$ cat config.mk
export PLATFORM = sky130hd
export DESIGN_NAME = cqt_top
export DESIGN_NICKNAME = d
export VERILOG_FILES = /design/src/core/cqt_top.v /design/src/core/cqt_debounce.v /design/src/core/cqt_irq_pulse.v
export VERILOG_INCLUDE_DIRS = /design/src /design/src/core
export SDC_FILE = /design/constraint.sdc
export NUM_CORES = 1
export LEC_CHECK = 0
export BUFFER_PORTS_ARGS = -buffer_cell sky130_fd_sc_hd__buf_2
export CAP_MARGIN = 20
export CORE_UTILIZATION = 54
export DETAILED_ROUTE_END_ITERATION = 8
export PLACE_DENSITY = 0.77
export SYNTH_ARGS = -nofsm -noshare
export SYNTH_HDL_FRONTEND = slang
export SYNTH_HIERARCHICAL = 1
export SYNTH_SLANG_ARGS = --single-unit
$ cat constraint.sdc
create_clock -name clk_sys -period 5 [get_ports clk_sys]
set_input_delay 0.5 -clock clk_sys [delete_from_list [all_inputs] [get_ports clk_sys]]
set_output_delay 0.5 -clock clk_sys [all_outputs]
set_load 0.005 [all_outputs]
$ cat src/core/cqt_map.vh
`ifndef CQT_MAP_VH
`define CQT_MAP_VH
// Register byte addresses
`define CQT_ADDR_CTRL 8'h00
`define CQT_ADDR_CHARGE 8'h04
`define CQT_ADDR_STATUS 8'h08
`define CQT_ADDR_FAULT 8'h0C
`define CQT_ADDR_TARGET 8'h10
// Control register fields
`define CQT_CTRL_TEMP_EN 0
`define CQT_CTRL_TIMER_EN 1
`define CQT_CTRL_LONG_SEL 2
`define CQT_CTRL_HALF_EN 3
`define CQT_CTRL_CHG_CFG 4
`define CQT_CTRL_WARM_V 5
`define CQT_CTRL_WARM_I_LO 6
`define CQT_CTRL_COOL_I 8
`define CQT_CTRL_COOL_EN 9
`define CQT_CTRL_COOL_V 10
`define CQT_CTRL_COOL_T_LO 11
`define CQT_CTRL_WARM_T_LO 13
`define CQT_CTRL_SYSMIN_LO 15
`define CQT_CTRL_BOOST 18
`define CQT_CTRL_RESET 32'h0002_B1DF
// Charge register: current [7:0], voltage in mV [28:16]
`define CQT_CHG_RESET 32'h1070_0080
`define CQT_WARM_MV 13'd4100
`define CQT_SYSMIN_BASE_MV 13'd3000
`define CQT_SYSMIN_STEP_MV 13'd100
`define CQT_SYS_BOOST_MV 13'd180
`define CQT_BAT_BOOST_MV 13'd50
// Zone codes
`define CQT_ZONE_COLD 3'h0
`define CQT_ZONE_COOL 3'h1
`define CQT_ZONE_NORMAL 3'h2
`define CQT_ZONE_WARM 3'h3
`define CQT_ZONE_HOT 3'h4
// Fault codes
`define CQT_FAULT_TIMER 2'h3
`define CQT_NTC_NORMAL 3'h0
`define CQT_NTC_BCOLD 3'h5
`define CQT_NTC_BHOT 3'h6
// Timing
`define CQT_CLK_MHZ 100
`define CQT_IRQ_US 256
`define CQT_IRQ_CYCLES (`CQT_IRQ_US * `CQT_CLK_MHZ)
`define CQT_DEBOUNCE_CYCLES 8
`define CQT_HOURS_SHORT 2
`define CQT_HOURS_MID 7
`define CQT_HOURS_LONG 16
`define CQT_CYCLES_PER_HOUR 64'd360000000000
`endif

$ cat src/core/cqt_top.v
// Summary of operation
// - A control bit turns temperature qualification off, bypassing zone limits.
// - Lower thermistor voltage means hotter; thresholds descend cold to hot.
// - A new charge cycle starts only inside the cold-to-hot window.
// - Leaving the window while charging forces zero current until return.
// - Warm zone voltage is min(setting, 4.1V) if select 0, else setting.
// - Warm zone current is 0%, 20%, 50% or 100% per two-bit select.
// - Cool zone current is 50% or 20% when enabled, zero when disabled.
// - Cool zone voltage is setting if select 0, else min(setting, 4.1V).
// - Cool and warm boundaries each chosen by a two-bit field.
// - Boost outside its window suspends, source status 000, fault cold/hot.
// - Boost back in window resumes and clears thermistor fault to 000.
// - Timer expiry stops charging, fault code 11, interrupt pulse.
// - Limit is 2 hours below low-battery threshold, 7 or 16 hours above per select bit.
// - Timer runs half rate in input limits, cool zone, thermal limit.
// - Timer holds while a fault suspends charging, resumes afterwards.
// - Timer clears on cycle restart or enable pin or config toggle.
// - Three-bit minimum system voltage, default 3.5V; flag while regulating.
// - Battery below minimum: system target is minimum plus 180mV.
// - After termination or disabled above minimum: battery plus 50mV.
// - Input current and voltage limit flags follow the active limits while charging.
// - Each interrupt is a 256us low pulse on the interrupt pin.
//
// Local design decisions: the AXI4-Lite slave port and the register offsets.
`timescale 1ns/100ps
`include "cqt_map.vh"
module cqt_top #(
   parameter [63:0] CYCLES_PER_HOUR = `CQT_CYCLES_PER_HOUR,
   parameter IRQ_CYCLES = `CQT_IRQ_CYCLES,
   parameter DEBOUNCE = `CQT_DEBOUNCE_CYCLES
) (
   // Clock and reset
   input wire clk_sys,
   input wire nrst,
   // AXI4-Lite write address and data
   input wire [7:0] s_axi_awaddr,
   input wire s_axi_awvalid,
   output reg s_axi_awready,
   input wire [31:0] s_axi_wdata,
   input wire [3:0] s_axi_wstrb,
   input wire s_axi_wvalid,
   output reg s_axi_wready,
   // AXI4-Lite write response
   output reg [1:0] s_axi_bresp,
   output reg s_axi_bvalid,
   input wire s_axi_bready,
   // AXI4-Lite read
   input wire [7:0] s_axi_araddr,
   input wire s_axi_arvalid,
   output reg s_axi_arready,
   output reg [31:0] s_axi_rdata,
   output reg [1:0] s_axi_rresp,
   output reg s_axi_rvalid,
   input wire s_axi_rready,
   // Thermistor comparators, high when sense voltage is above threshold; cold_cmp and boost_cold_cmp high when below
   input wire [3:0] cool_cmp,
   input wire [3:0] warm_cmp,
   input wire cold_cmp,
   input wire hot_cmp,
   input wire boost_cold_cmp,
   input wire boost_hot_cmp,
   // Analog status
   input wire charge_enable_n,
   input wire bat_above_low,
   input wire bat_above_sysmin,
   input wire bat_full,
   input wire recharge_req,
   input wire terminated,
   input wire input_current_limit,
   input wire input_voltage_limit,
   input wire thermal_limit,
   input wire other_fault,
   input wire [12:0] battery_mv,
   // Charger outputs
   output reg charging,
   output reg boost_active,
   output reg [7:0] charge_current,
   output reg [12:0] charge_voltage,
   output reg [12:0] system_target,
   output reg host_irq_n
);
   reg [31:0] ctrl;
   reg [31:0] chg;
   reg [1:0] charge_fault_code;
   reg [2:0] thermistor_fault;
   reg [2:0] input_source_status;
   reg [2:0] zone;
   reg [43:0] timer;
   reg half_tick;
   reg [1:0] en_sync;
   reg en_last;
   reg cfg_last;
   reg in_window;
   reg expire_evt;
   reg aw_hold;
   reg w_hold;
   reg [7:0] aw_addr;
   reg [31:0] w_data;
   reg [3:0] w_strb;
   reg system_regulation_flag;
   reg input_current_limit_flag;
   reg input_voltage_limit_flag;
   reg [2:0] next_zone;
   reg [7:0] next_current;
   reg [12:0] next_voltage;
   reg [12:0] next_target;
   reg [43:0] limit;
   reg [31:0] rd_word;
   wire [13:0] cmp_clean;
   wire irq_pin;
   wire irq_trigger;
   wire temp_en = ctrl[`CQT_CTRL_TEMP_EN];
   wire timer_en = ctrl[`CQT_CTRL_TIMER_EN];
   wire long_limit_select = ctrl[`CQT_CTRL_LONG_SEL];
   wire half_rate_enable = ctrl[`CQT_CTRL_HALF_EN];
   wire charge_config_bit = ctrl[`CQT_CTRL_CHG_CFG];
   wire warm_voltage_select = ctrl[`CQT_CTRL_WARM_V];
   wire [1:0] warm_current_select = ctrl[`CQT_CTRL_WARM_I_LO+1:
      `CQT_CTRL_WARM_I_LO];
   wire cool_current_select = ctrl[`CQT_CTRL_COOL_I];
   wire cool_current_enable = ctrl[`CQT_CTRL_COOL_EN];
   wire cool_voltage_select = ctrl[`CQT_CTRL_COOL_V];
   wire [1:0] cool_threshold_select = ctrl[`CQT_CTRL_COOL_T_LO+1:
      `CQT_CTRL_COOL_T_LO];
   wire [1:0] warm_threshold_select = ctrl[`CQT_CTRL_WARM_T_LO+1:
      `CQT_CTRL_WARM_T_LO];
   wire [2:0] min_system_voltage = ctrl[`CQT_CTRL_SYSMIN_LO+2:
      `CQT_CTRL_SYSMIN_LO];
   wire boost_req = ctrl[`CQT_CTRL_BOOST];
   wire [7:0] fast_current = chg[7:0];
   wire [12:0] charge_voltage_setting = chg[28:16];
   wire cool_cmp_sel = cmp_clean[cool_threshold_select];
   wire warm_cmp_sel = cmp_clean[4 + warm_threshold_select];
   wire cold_ok = cmp_clean[8];
   wire hot_ok = cmp_clean[9];
   wire boost_ok = cmp_clean[10] & cmp_clean[11];
   wire charge_allowed = charge_config_bit & ~en_sync[1];
   wire toggle = (en_sync[1] != en_last) | (charge_config_bit != cfg_last);
   wire [12:0] sysmin_mv = `CQT_SYSMIN_BASE_MV +
      {10'h000, min_system_voltage} * `CQT_SYSMIN_STEP_MV;
   wire aw_take = s_axi_awvalid & s_axi_awready;
   wire w_take = s_axi_wvalid & s_axi_wready;

   // Fraction of fast-charge current in steps of tenths
   function [7:0] scale;
      input [7:0] base;
      input [3:0] tenths;
      reg [11:0] prod;
      reg [11:0] quot;
      begin
         prod = base * tenths;
         quot = prod / 12'd10;
         scale = quot[7:0];
      end
   endfunction

   function [12:0] min_mv;
      input [12:0] a;
      input [12:0] b;
      begin
         min_mv = (a < b) ? a : b;
      end
   endfunction

   cqt_debounce #(
      .WIDTH(14),
      .COUNT(DEBOUNCE)
   ) u_debounce (
      .clk_sys(clk_sys),
      .nrst(nrst),
      .raw({2'b00, boost_hot_cmp, boost_cold_cmp, hot_cmp, cold_cmp,
         warm_cmp, cool_cmp}),
      .clean(cmp_clean)
   );

   cqt_irq_pulse #(
      .CYCLES(IRQ_CYCLES)
   ) u_irq (
      .clk_sys(clk_sys),
      .nrst(nrst),
      .trigger(irq_trigger),
      .irq_n(irq_pin)
   );

   assign irq_trigger = expire_evt;

   // Zone decode: comparator high means sense voltage above threshold, except cold_cmp high means below
   always @* begin
      if (!cold_ok) begin
         next_zone = `CQT_ZONE_COLD;
      end else if (cool_cmp_sel) begin
         next_zone = `CQT_ZONE_COOL;
      end else if (!hot_ok) begin
         next_zone = `CQT_ZONE_HOT;
      end else if (!warm_cmp_sel) begin
         next_zone = `CQT_ZONE_WARM;
      end else begin
         next_zone = `CQT_ZONE_NORMAL;
      end
   end

   // Current and voltage caps by zone
   always @* begin
      next_current = fast_current;
      next_voltage = charge_voltage_setting;
      if (temp_en) begin
         case (zone)
            `CQT_ZONE_COOL: begin
               if (!cool_current_enable) begin
                  next_current = 8'h00;
               end else begin
                  next_current = scale(fast_current,
                     cool_current_select ? 4'h2 : 4'h5);
               end
               if (cool_voltage_select) begin
                  next_voltage = min_mv(charge_voltage_setting,
                     `CQT_WARM_MV);
               end
            end
            `CQT_ZONE_WARM: begin
               case (warm_current_select)
                  2'h0: next_current = 8'h00;
                  2'h1: next_current = scale(fast_current, 4'h2);
                  2'h2: next_current = scale(fast_current, 4'h5);
                  default: next_current = fast_current;
               endcase
               if (!warm_voltage_select) begin
                  next_voltage = min_mv(charge_voltage_setting,
                     `CQT_WARM_MV);
               end
            end
            `CQT_ZONE_NORMAL: next_current = fast_current;
            default: next_current = 8'h00;
         endcase
      end
      if (!charging) begin
         next_current = 8'h00;
      end
   end

   // System regulation target
   always @* begin
      if (!bat_above_sysmin) begin
         next_target = sysmin_mv + `CQT_SYS_BOOST_MV;
      end else if (terminated || !charge_allowed) begin
         next_target = battery_mv + `CQT_BAT_BOOST_MV;
      end else begin
         next_target = battery_mv;
      end
   end

   // Safety limit selection
   always @* begin
      if (!bat_above_low) begin
         limit = CYCLES_PER_HOUR[43:0] * `CQT_HOURS_SHORT;
      end else if (long_limit_select) begin
         limit = CYCLES_PER_HOUR[43:0] * `CQT_HOURS_LONG;
      end else begin
         limit = CYCLES_PER_HOUR[43:0] * `CQT_HOURS_MID;
      end
   end

   // Charge control and safety timer
   always @(posedge clk_sys or negedge nrst) begin
      if (!nrst) begin
         en_sync <= 2'b11;
         en_last <= 1'b1;
         cfg_last <= 1'b1;
         zone <= `CQT_ZONE_NORMAL;
         in_window <= 1'b0;
         charging <= 1'b0;
         timer <= 44'h0;
         half_tick <= 1'b0;
         charge_fault_code <= 2'h0;
         expire_evt <= 1'b0;
         charge_current <= 8'h00;
         charge_voltage <= 13'h0;
         system_target <= 13'h0;
         system_regulation_flag <= 1'b0;
         input_current_limit_flag <= 1'b0;
         input_voltage_limit_flag <= 1'b0;
         host_irq_n <= 1'b1;
      end else begin
         en_sync <= {en_sync[0], charge_enable_n};
         en_last <= en_sync[1];
         cfg_last <= charge_config_bit;
         zone <= next_zone;
         in_window <= cold_ok & hot_ok;
         expire_evt <= 1'b0;
         half_tick <= ~half_tick;
         charge_current <= next_current;
         charge_voltage <= next_voltage;
         system_target <= next_target;
         host_irq_n <= irq_pin;
         system_regulation_flag <= ~bat_above_sysmin;
         input_current_limit_flag <= input_current_limit & charging;
         input_voltage_limit_flag <= input_voltage_limit & charging;
         if (toggle || recharge_req) begin
            timer <= 44'h0;
            charge_fault_code <= 2'h0;
            charging <= 1'b0;
         end else if (!charging) begin
            if (charge_allowed && !bat_full && !terminated &&
               charge_fault_code == 2'h0 && !other_fault &&
               (in_window || !temp_en)) begin
               charging <= 1'b1;
               timer <= 44'h0;
            end
         end else if (!charge_allowed || terminated) begin
            charging <= 1'b0;
         end else if (timer_en) begin
            if (timer >= limit) begin
               charging <= 1'b0;
               charge_fault_code <= `CQT_FAULT_TIMER;
               expire_evt <= 1'b1;
            end else if (other_fault ||
               (temp_en && !in_window)) begin
               timer <= timer;
            end else if (half_rate_enable && (input_current_limit ||
               input_voltage_limit || thermal_limit ||
               (temp_en && zone == `CQT_ZONE_COOL))) begin
               timer <= timer + {43'h0, half_tick};
            end else begin
               timer <= timer + 44'h1;
            end
         end
      end
   end

   // Boost temperature supervision
   always @(posedge clk_sys or negedge nrst) begin
      if (!nrst) begin
         boost_active <= 1'b0;
         thermistor_fault <= `CQT_NTC_NORMAL;
         input_source_status <= 3'h0;
      end else if (!boost_req) begin
         boost_active <= 1'b0;
         thermistor_fault <= `CQT_NTC_NORMAL;
         input_source_status <= 3'h0;
      end else if (!boost_ok) begin
         boost_active <= 1'b0;
         input_source_status <= 3'h0;
         thermistor_fault <= cmp_clean[10] ? `CQT_NTC_BHOT :
            `CQT_NTC_BCOLD;
      end else begin
         boost_active <= 1'b1;
         thermistor_fault <= `CQT_NTC_NORMAL;
         input_source_status <= 3'h7;
      end
   end

   // AXI4-Lite slave: address and data held until both are present
   always @(posedge clk_sys or negedge nrst) begin
      if (!nrst) begin
         s_axi_awready <= 1'b1;
         s_axi_wready <= 1'b1;
         s_axi_bvalid <= 1'b0;
         s_axi_bresp <= 2'h0;
         aw_hold <= 1'b0;
         w_hold <= 1'b0;
         aw_addr <= 8'h00;
         w_data <= 32'h0;
         w_strb <= 4'h0;
         ctrl <= `CQT_CTRL_RESET;
         chg <= `CQT_CHG_RESET;
      end else begin
         if (aw_take) begin
            aw_hold <= 1'b1;
            aw_addr <= s_axi_awaddr;
            s_axi_awready <= 1'b0;
         end
         if (w_take) begin
            w_hold <= 1'b1;
            w_data <= s_axi_wdata;
            w_strb <= s_axi_wstrb;
            s_axi_wready <= 1'b0;
         end
         if (aw_hold && w_hold && !s_axi_bvalid) begin
            s_axi_bvalid <= 1'b1;
            s_axi_bresp <= 2'h0;
            if (aw_addr == `CQT_ADDR_CTRL && w_strb == 4'hF) begin
               ctrl <= w_data;
            end else if (aw_addr == `CQT_ADDR_CHARGE &&
               w_strb == 4'hF) begin
               chg <= w_data;
            end else begin
               s_axi_bresp <= 2'h2;
            end
         end
         if (s_axi_bvalid && s_axi_bready) begin
            s_axi_bvalid <= 1'b0;
            aw_hold <= 1'b0;
            w_hold <= 1'b0;
            s_axi_awready <= 1'b1;
            s_axi_wready <= 1'b1;
         end
      end
   end

   always @* begin
      case (s_axi_araddr)
         `CQT_ADDR_CTRL: rd_word = ctrl;
         `CQT_ADDR_CHARGE: rd_word = chg;
         `CQT_ADDR_STATUS: rd_word = {22'h0, zone, input_source_status,
            system_regulation_flag, input_voltage_limit_flag,
            input_current_limit_flag, charging};
         `CQT_ADDR_FAULT: rd_word = {27'h0, thermistor_fault,
            charge_fault_code};
         `CQT_ADDR_TARGET: rd_word = {19'h0, system_target};
         default: rd_word = 32'h0;
      endcase
   end

   always @(posedge clk_sys or negedge nrst) begin
      if (!nrst) begin
         s_axi_arready <= 1'b1;
         s_axi_rvalid <= 1'b0;
         s_axi_rdata <= 32'h0;
         s_axi_rresp <= 2'h0;
      end else if (s_axi_arvalid && s_axi_arready) begin
         s_axi_arready <= 1'b0;
         s_axi_rvalid <= 1'b1;
         s_axi_rdata <= rd_word;
         s_axi_rresp <= (s_axi_araddr > `CQT_ADDR_TARGET ||
            s_axi_araddr[1:0] != 2'b00) ? 2'h2 : 2'h0;
      end else if (s_axi_rvalid && s_axi_rready) begin
         s_axi_rvalid <= 1'b0;
         s_axi_arready <= 1'b1;
      end
   end
endmodule // cqt_top

$ cat src/core/cqt_debounce.v
`timescale 1ns/100ps
`include "cqt_map.vh"
module cqt_debounce #(
   parameter WIDTH = 8,
   parameter COUNT = `CQT_DEBOUNCE_CYCLES
) (
   // Clock and reset
   input wire clk_sys,
   input wire nrst,
   // Raw and clean levels
   input wire [WIDTH-1:0] raw,
   output reg [WIDTH-1:0] clean
);
   reg [WIDTH-1:0] sync_a;
   reg [WIDTH-1:0] sync_b;
   reg [WIDTH-1:0] last;
   reg [7:0] stable;
   always @(posedge clk_sys or negedge nrst) begin
      if (!nrst) begin
         sync_a <= {WIDTH{1'b0}};
         sync_b <= {WIDTH{1'b0}};
         last <= {WIDTH{1'b0}};
         stable <= 8'h00;
         clean <= {WIDTH{1'b0}};
      end else begin
         sync_a <= raw;
         sync_b <= sync_a;
         last <= sync_b;
         // Accept a new pattern only after it stays unchanged
         if (sync_b != last) begin
            stable <= 8'h00;
         end else if (stable < COUNT[7:0]) begin
            stable <= stable + 8'h01;
         end else begin
            clean <= last;
         end
      end
   end
endmodule // cqt_debounce

$ cat src/core/cqt_irq_pulse.v
`timescale 1ns/100ps
`include "cqt_map.vh"
module cqt_irq_pulse #(
   parameter CYCLES = `CQT_IRQ_CYCLES
) (
   // Clock and reset
   input wire clk_sys,
   input wire nrst,
   // Event in, pin out
   input wire trigger,
   output reg irq_n
);
   reg [15:0] count;
   always @(posedge clk_sys or negedge nrst) begin
      if (!nrst) begin
         count <= 16'h0000;
         irq_n <= 1'b1;
      end else if (count != 16'h0000) begin
         count <= count - 16'h0001;
         irq_n <= (count == 16'h0001);
      end else if (trigger) begin
         count <= CYCLES[15:0];
         irq_n <= 1'b0;
      end
   end
endmodule // cqt_irq_pulse

; After elaboration in Yosys (flattened, before gate mapping)
; Cells that the tools add are included.
[classes]
addsub = 8
multipliers = 3
div_mod_pow = 3
magnitude_cmp = 6
eq_ne = 20
n_mux = 78
n_bitwise = 14
reduce_logical = 51
[op_table]
columns = cell, n
row1 = $mux 44, 8
row2 = $pmux 32 s5, 1
row3 = $mux 43, 2
row4 = $mux 13, 6
row5 = $pmux 8 s3, 2
row6 = $add 44x1->44, 1
row7 = $add 44x1->44 const B, 1
row8 = $ge 44x44->1, 1
row9 = $mux 8, 5
row10 = $mux 1, 32
row11 = $mux 16, 2
row12 = $pmux 13 s2, 1
row13 = $mux 3, 8
row14 = $reduce_bool 2->1, 10
row15 = $mux 2, 9
row16 = $eq 16x1->1 const B, 1
row17 = $eq 8x3->1 const B, 2
row18 = $eq 8x4->1 const B, 2
row19 = $logic_not 8->1, 2
row20 = $reduce_bool 16->1, 1
row21 = $sub 16x1->16 const B, 1
row22 = $logic_and 1x1->1, 15
row23 = $add 12x10->13 const A, 1
row24 = $add 13x6->13 const B, 1
row25 = other kinds (39), 68
[word_totals]
regBits = 326
inputBits = 94
out_inout_bits = 78
wordCells = 225

; Longest topological paths before layout
[depth]
depth_word = 11
depth_mapped = 23
ltp_nobuf = 19

; By module
; Netlist, hierarchy kept.
[modules_own_cells]
columns = mod, n_inst, cells_per_inst, area_per_inst_um2, seq_area_each_um2
row1 = cqt_top, 1, 1461, 14306.2, 6213.5
row2 = cqt_debounce, 1, 116, 2124.5, 1601.5
row3 = cqt_irq_pulse, 1, 84, 892.1, 426.7

; Least setup slack after synthesis
; No wires, ideal clock.
[synth_timing]
path_type = reg-to-reg
start = register ctrl[8]
end = register charge_current[0]
setup_ns = 0.104
arrival_time_ns = 5.243
t_required_ns = 4.896
slack_ns = -0.347
path_stages_with_launch = 22
cell_sequence = dfstp_2 -> clkbuf_1 -> nor2_1 -> a21o_1 -> ha_1 -> ha_1 -> clkbuf_1 -> o21a_1 -> o31a_4 -> o31ai_2 -> and2_1 -> buf_6 -> mux4_2 -> o32a_1 -> a211o_1 -> or4_1 -> a31oi_2 -> a2111oi_1 -> a311o_1 -> a311oi_1 -> o31ai_1 -> o311ai_1
[synth_between]
elab_chain_len = 7
[synth_rtl]
columns = element, line_no
row1 = "start, declared", cqt_top.v:82  ; reg [31:0] ctrl;
row2 = "start signal, assigned", cqt_top.v:364  ; ctrl <= `CQT_CTRL_RESET;
row3 = "start signal, assigned", cqt_top.v:382  ; ctrl <= w_data;
row4 = $mux 3, cqt_top.v:213  ; cool_current_select ? 4'h2 : 4'h5);
row5 = $mul 8x3->11, cqt_top.v:151  ; prod = base * tenths;
row6 = $div 12x4->12, cqt_top.v:152  ; quot = prod / 12'd10;
row7 = $mux 8, cqt_top.v:209  ; if (!cool_current_enable) begin
row8 = $pmux 8 s3, cqt_top.v:207  ; case (zone)
row9 = $mux 8, cqt_top.v:206  ; if (temp_en) begin
row10 = $mux 8, cqt_top.v:236  ; if (!charging) begin
row11 = named net next_current[0], cqt_top.v:104  ; reg [7:0] next_current;
row12 = "end signal, assigned", cqt_top.v:291  ; charge_current <= next_current;
row13 = "end, declared", cqt_top.v:77  ; output reg [7:0] charge_current,
; The timed path passes the listed nets, and every way through them passes these cells.
; A chain may end at the register's enable or synchronous reset.

; Worst setup path after layout
; Same ends and word-level chain as after synthesis.

==> flow_summary.toml <==
[global_routing]
grt_use_total = 0.273
antenna_found_initial = 2
grt_pass1_wl_um = 71900
grt_pass1_vias = 13800
grt_max_degree = 131
overflow = 0

[power]
vdd_ir_drop_max_uv = 336
p_leak_nw = 9.56
cellPowerDensity_mw_per_mm2 = 309

[sta]
period_needed_ns = 5.13
finClkSkew_ns = 0.0272
hold_violations = 4
tightestPinTransition_ns = 1.15
fin_crit_sh = 1.03
max_freq_mhz = 195
setup_viol = 1
layout_setup_ws_ns = -0.125
rsz0062_at_grt = "true"
whs_ns = -0.0183
slew_headroom = 0.230
slew_violations = 0

[clocking]
path_clk_slew_ns = 0.07
tritoncts = "built"
clock_path_buffers = 3
htreeDepth = 2
hold_buffers = 0
numCtsBuffers = 36
cts.sinks = 326
clock_latency_ns = 0.54
clock-root-buffer = "clkbuf_16"

[floorplan]
die_y_um = 181
io_pins = 172
die_width_um = 181
start_util = 0.548
coreArea_mm2 = 0.0315
rows = 65
die_area_mm2 = 0.0327

[final_layout]
nets = 2051
final-seq-area_mm2 = 0.00819
area_growth_pct = 20.8
mostFrequentLayoutCell = "dfrtp_1"
final.fill_count = 2347
multi_input_area_mm2 = 0.00908
mostFrequentLayoutCells = "dfrtp_1, buf_2, nand2_1"
drive_gt1_frac = 0.299

[flow_run]
drv_cap = 0

[critical_path]
required_ns = 5.39
critical_path_arrival_ns = 5.51
critPathLaunchType = "register"
path_max_fanout = 6
end_kind = "register"
worst-setup-path-type = "register to register"
slowest_stage = "dfstp_2"
path_cells = "buf_6 -> buf_6 -> a21o_1 -> ha_4 -> ha_4 -> o21a_1 -> o31a_4 -> buf_4 -> o21ai_4 -> buf_4 -> o22a_2 -> o2111ai_4 -> o22ai_1 -> a222oi_1 -> buf_4 -> nand3_4 -> o21a_1 -> o211a_1 -> buf_4 -> buf_4 -> nand2_1 -> a21oi_1 -> o31ai_1 -> o311ai_1"
ff2ff_path_depth = 24
r2r_setup_slack_ns = -0.13
max_stage_delay_ns = 0.63
critical_path_depth = 24
critPathBufInv = 7
cpLargestDelayFamily = "compound AO/OA/AOI/OAI gates"
crit_top_cell = "buf_4"

[detailed_routing]
drc_errors = 0
ant_nets = 0
drtPass1Iterations = 9
routedWlPerCell_um = 19.7
drt_iter0_drc = 1198
wirelength_um = 45700
vias = 14200
avgViaCountPerCell = 6.14

[synthesis]
syn_avg_cell_area_um2 = 10.4
yosysWarnings = 6
syn_area_mm2 = 0.0172
synthCells = 1657

[placement]
port_buffers = 169
hpwl_um = 30900
dpl_worst_slack_ns = -0.147
place_congestion = 0.876

[run_status]
violations = "hold timing, setup timing"
status = "complete, but fails checks"

[min_path]
min_path_type = "input port to async pin"
## layer usage
layer	track usage	part of all wire	vias to the layer above
met5	0	0.00028	-
met4	0.104	0.033	2
met3	0.0512	0.073	106
met2	0.447	0.48	591
met1	0.361	0.41	6989
li1	-	-	6540
## per-stage QoR
| step | std cells | util | TNS (ns) | cell area [um^2] | power [mW] |
|---|---|---|---|---|---|
| floorplan | 1662 | - | -0.0738 | 17300 | 3.43 |
| global placement | 2230 | 0.600 | -0.0543 | 18900 | 3.70 |
| detailed placement | 2230 | 0.600 | -0.184 | 18900 | 3.73 |
| CTS | 2305 | 0.645 | -0.0820 | 20300 | 6.45 |
| global route | 2315 | 0.662 | -0.439 | 20800 | 6.67 |
| finish | 2316 | 0.662 | -0.125 | 20800 | 6.44 |
## repair_timing
item / 4_1_cts / 5_1_grt
pin swaps: 15 / 41
resized for setup: 21 / 87
buffers inserted: 9 / 9
hold endpoints to repair: 0 / 0
endpoints found under the setup margin: 2 / 4
## final cells by class
type,count,share of cell area
Clock buffer,53,0.0511
Tap cell,402,0.0241
Multi-Input combinational cell,1204,0.436
Timing Repair Buffer,262,0.0774
Inverter,55,0.00991
Sequential cell,326,0.393
Antenna cell,1,0.000120
Clock inverter,13,0.00841
## state kept, by name, summed over array words and instances, names as in the netlist, 16 cells and up
signal       flops
s_axi_rdata     32
chg             32
w_data          32
ctrl            32
u_irq/count     16
timer           44
## report_power, final
part           total (mW)  internal [mW]  switching (mW)  leakage [nW]
clock                2.72           1.61            1.12         0.610
combinational       0.633          0.319           0.314          4.74
sequential           3.08           2.89           0.191          4.21
## worst paths after layout
path / from / end
setup / recovery: ctrl[8] / charge_current[0]
hold / removal: nrst / s_axi_rresp[1]
setup reg to reg: ctrl[8] / charge_current[0]
hold reg to reg: u_debounce/sync_a[6] / u_debounce/sync_b[6]
max in group asynchronous: nrst / u_irq/count[2]
min in group clk_sys: cool_cmp[2] / u_debounce/sync_a[2]
No activity file was read; power rests on OpenSTA's default activity.
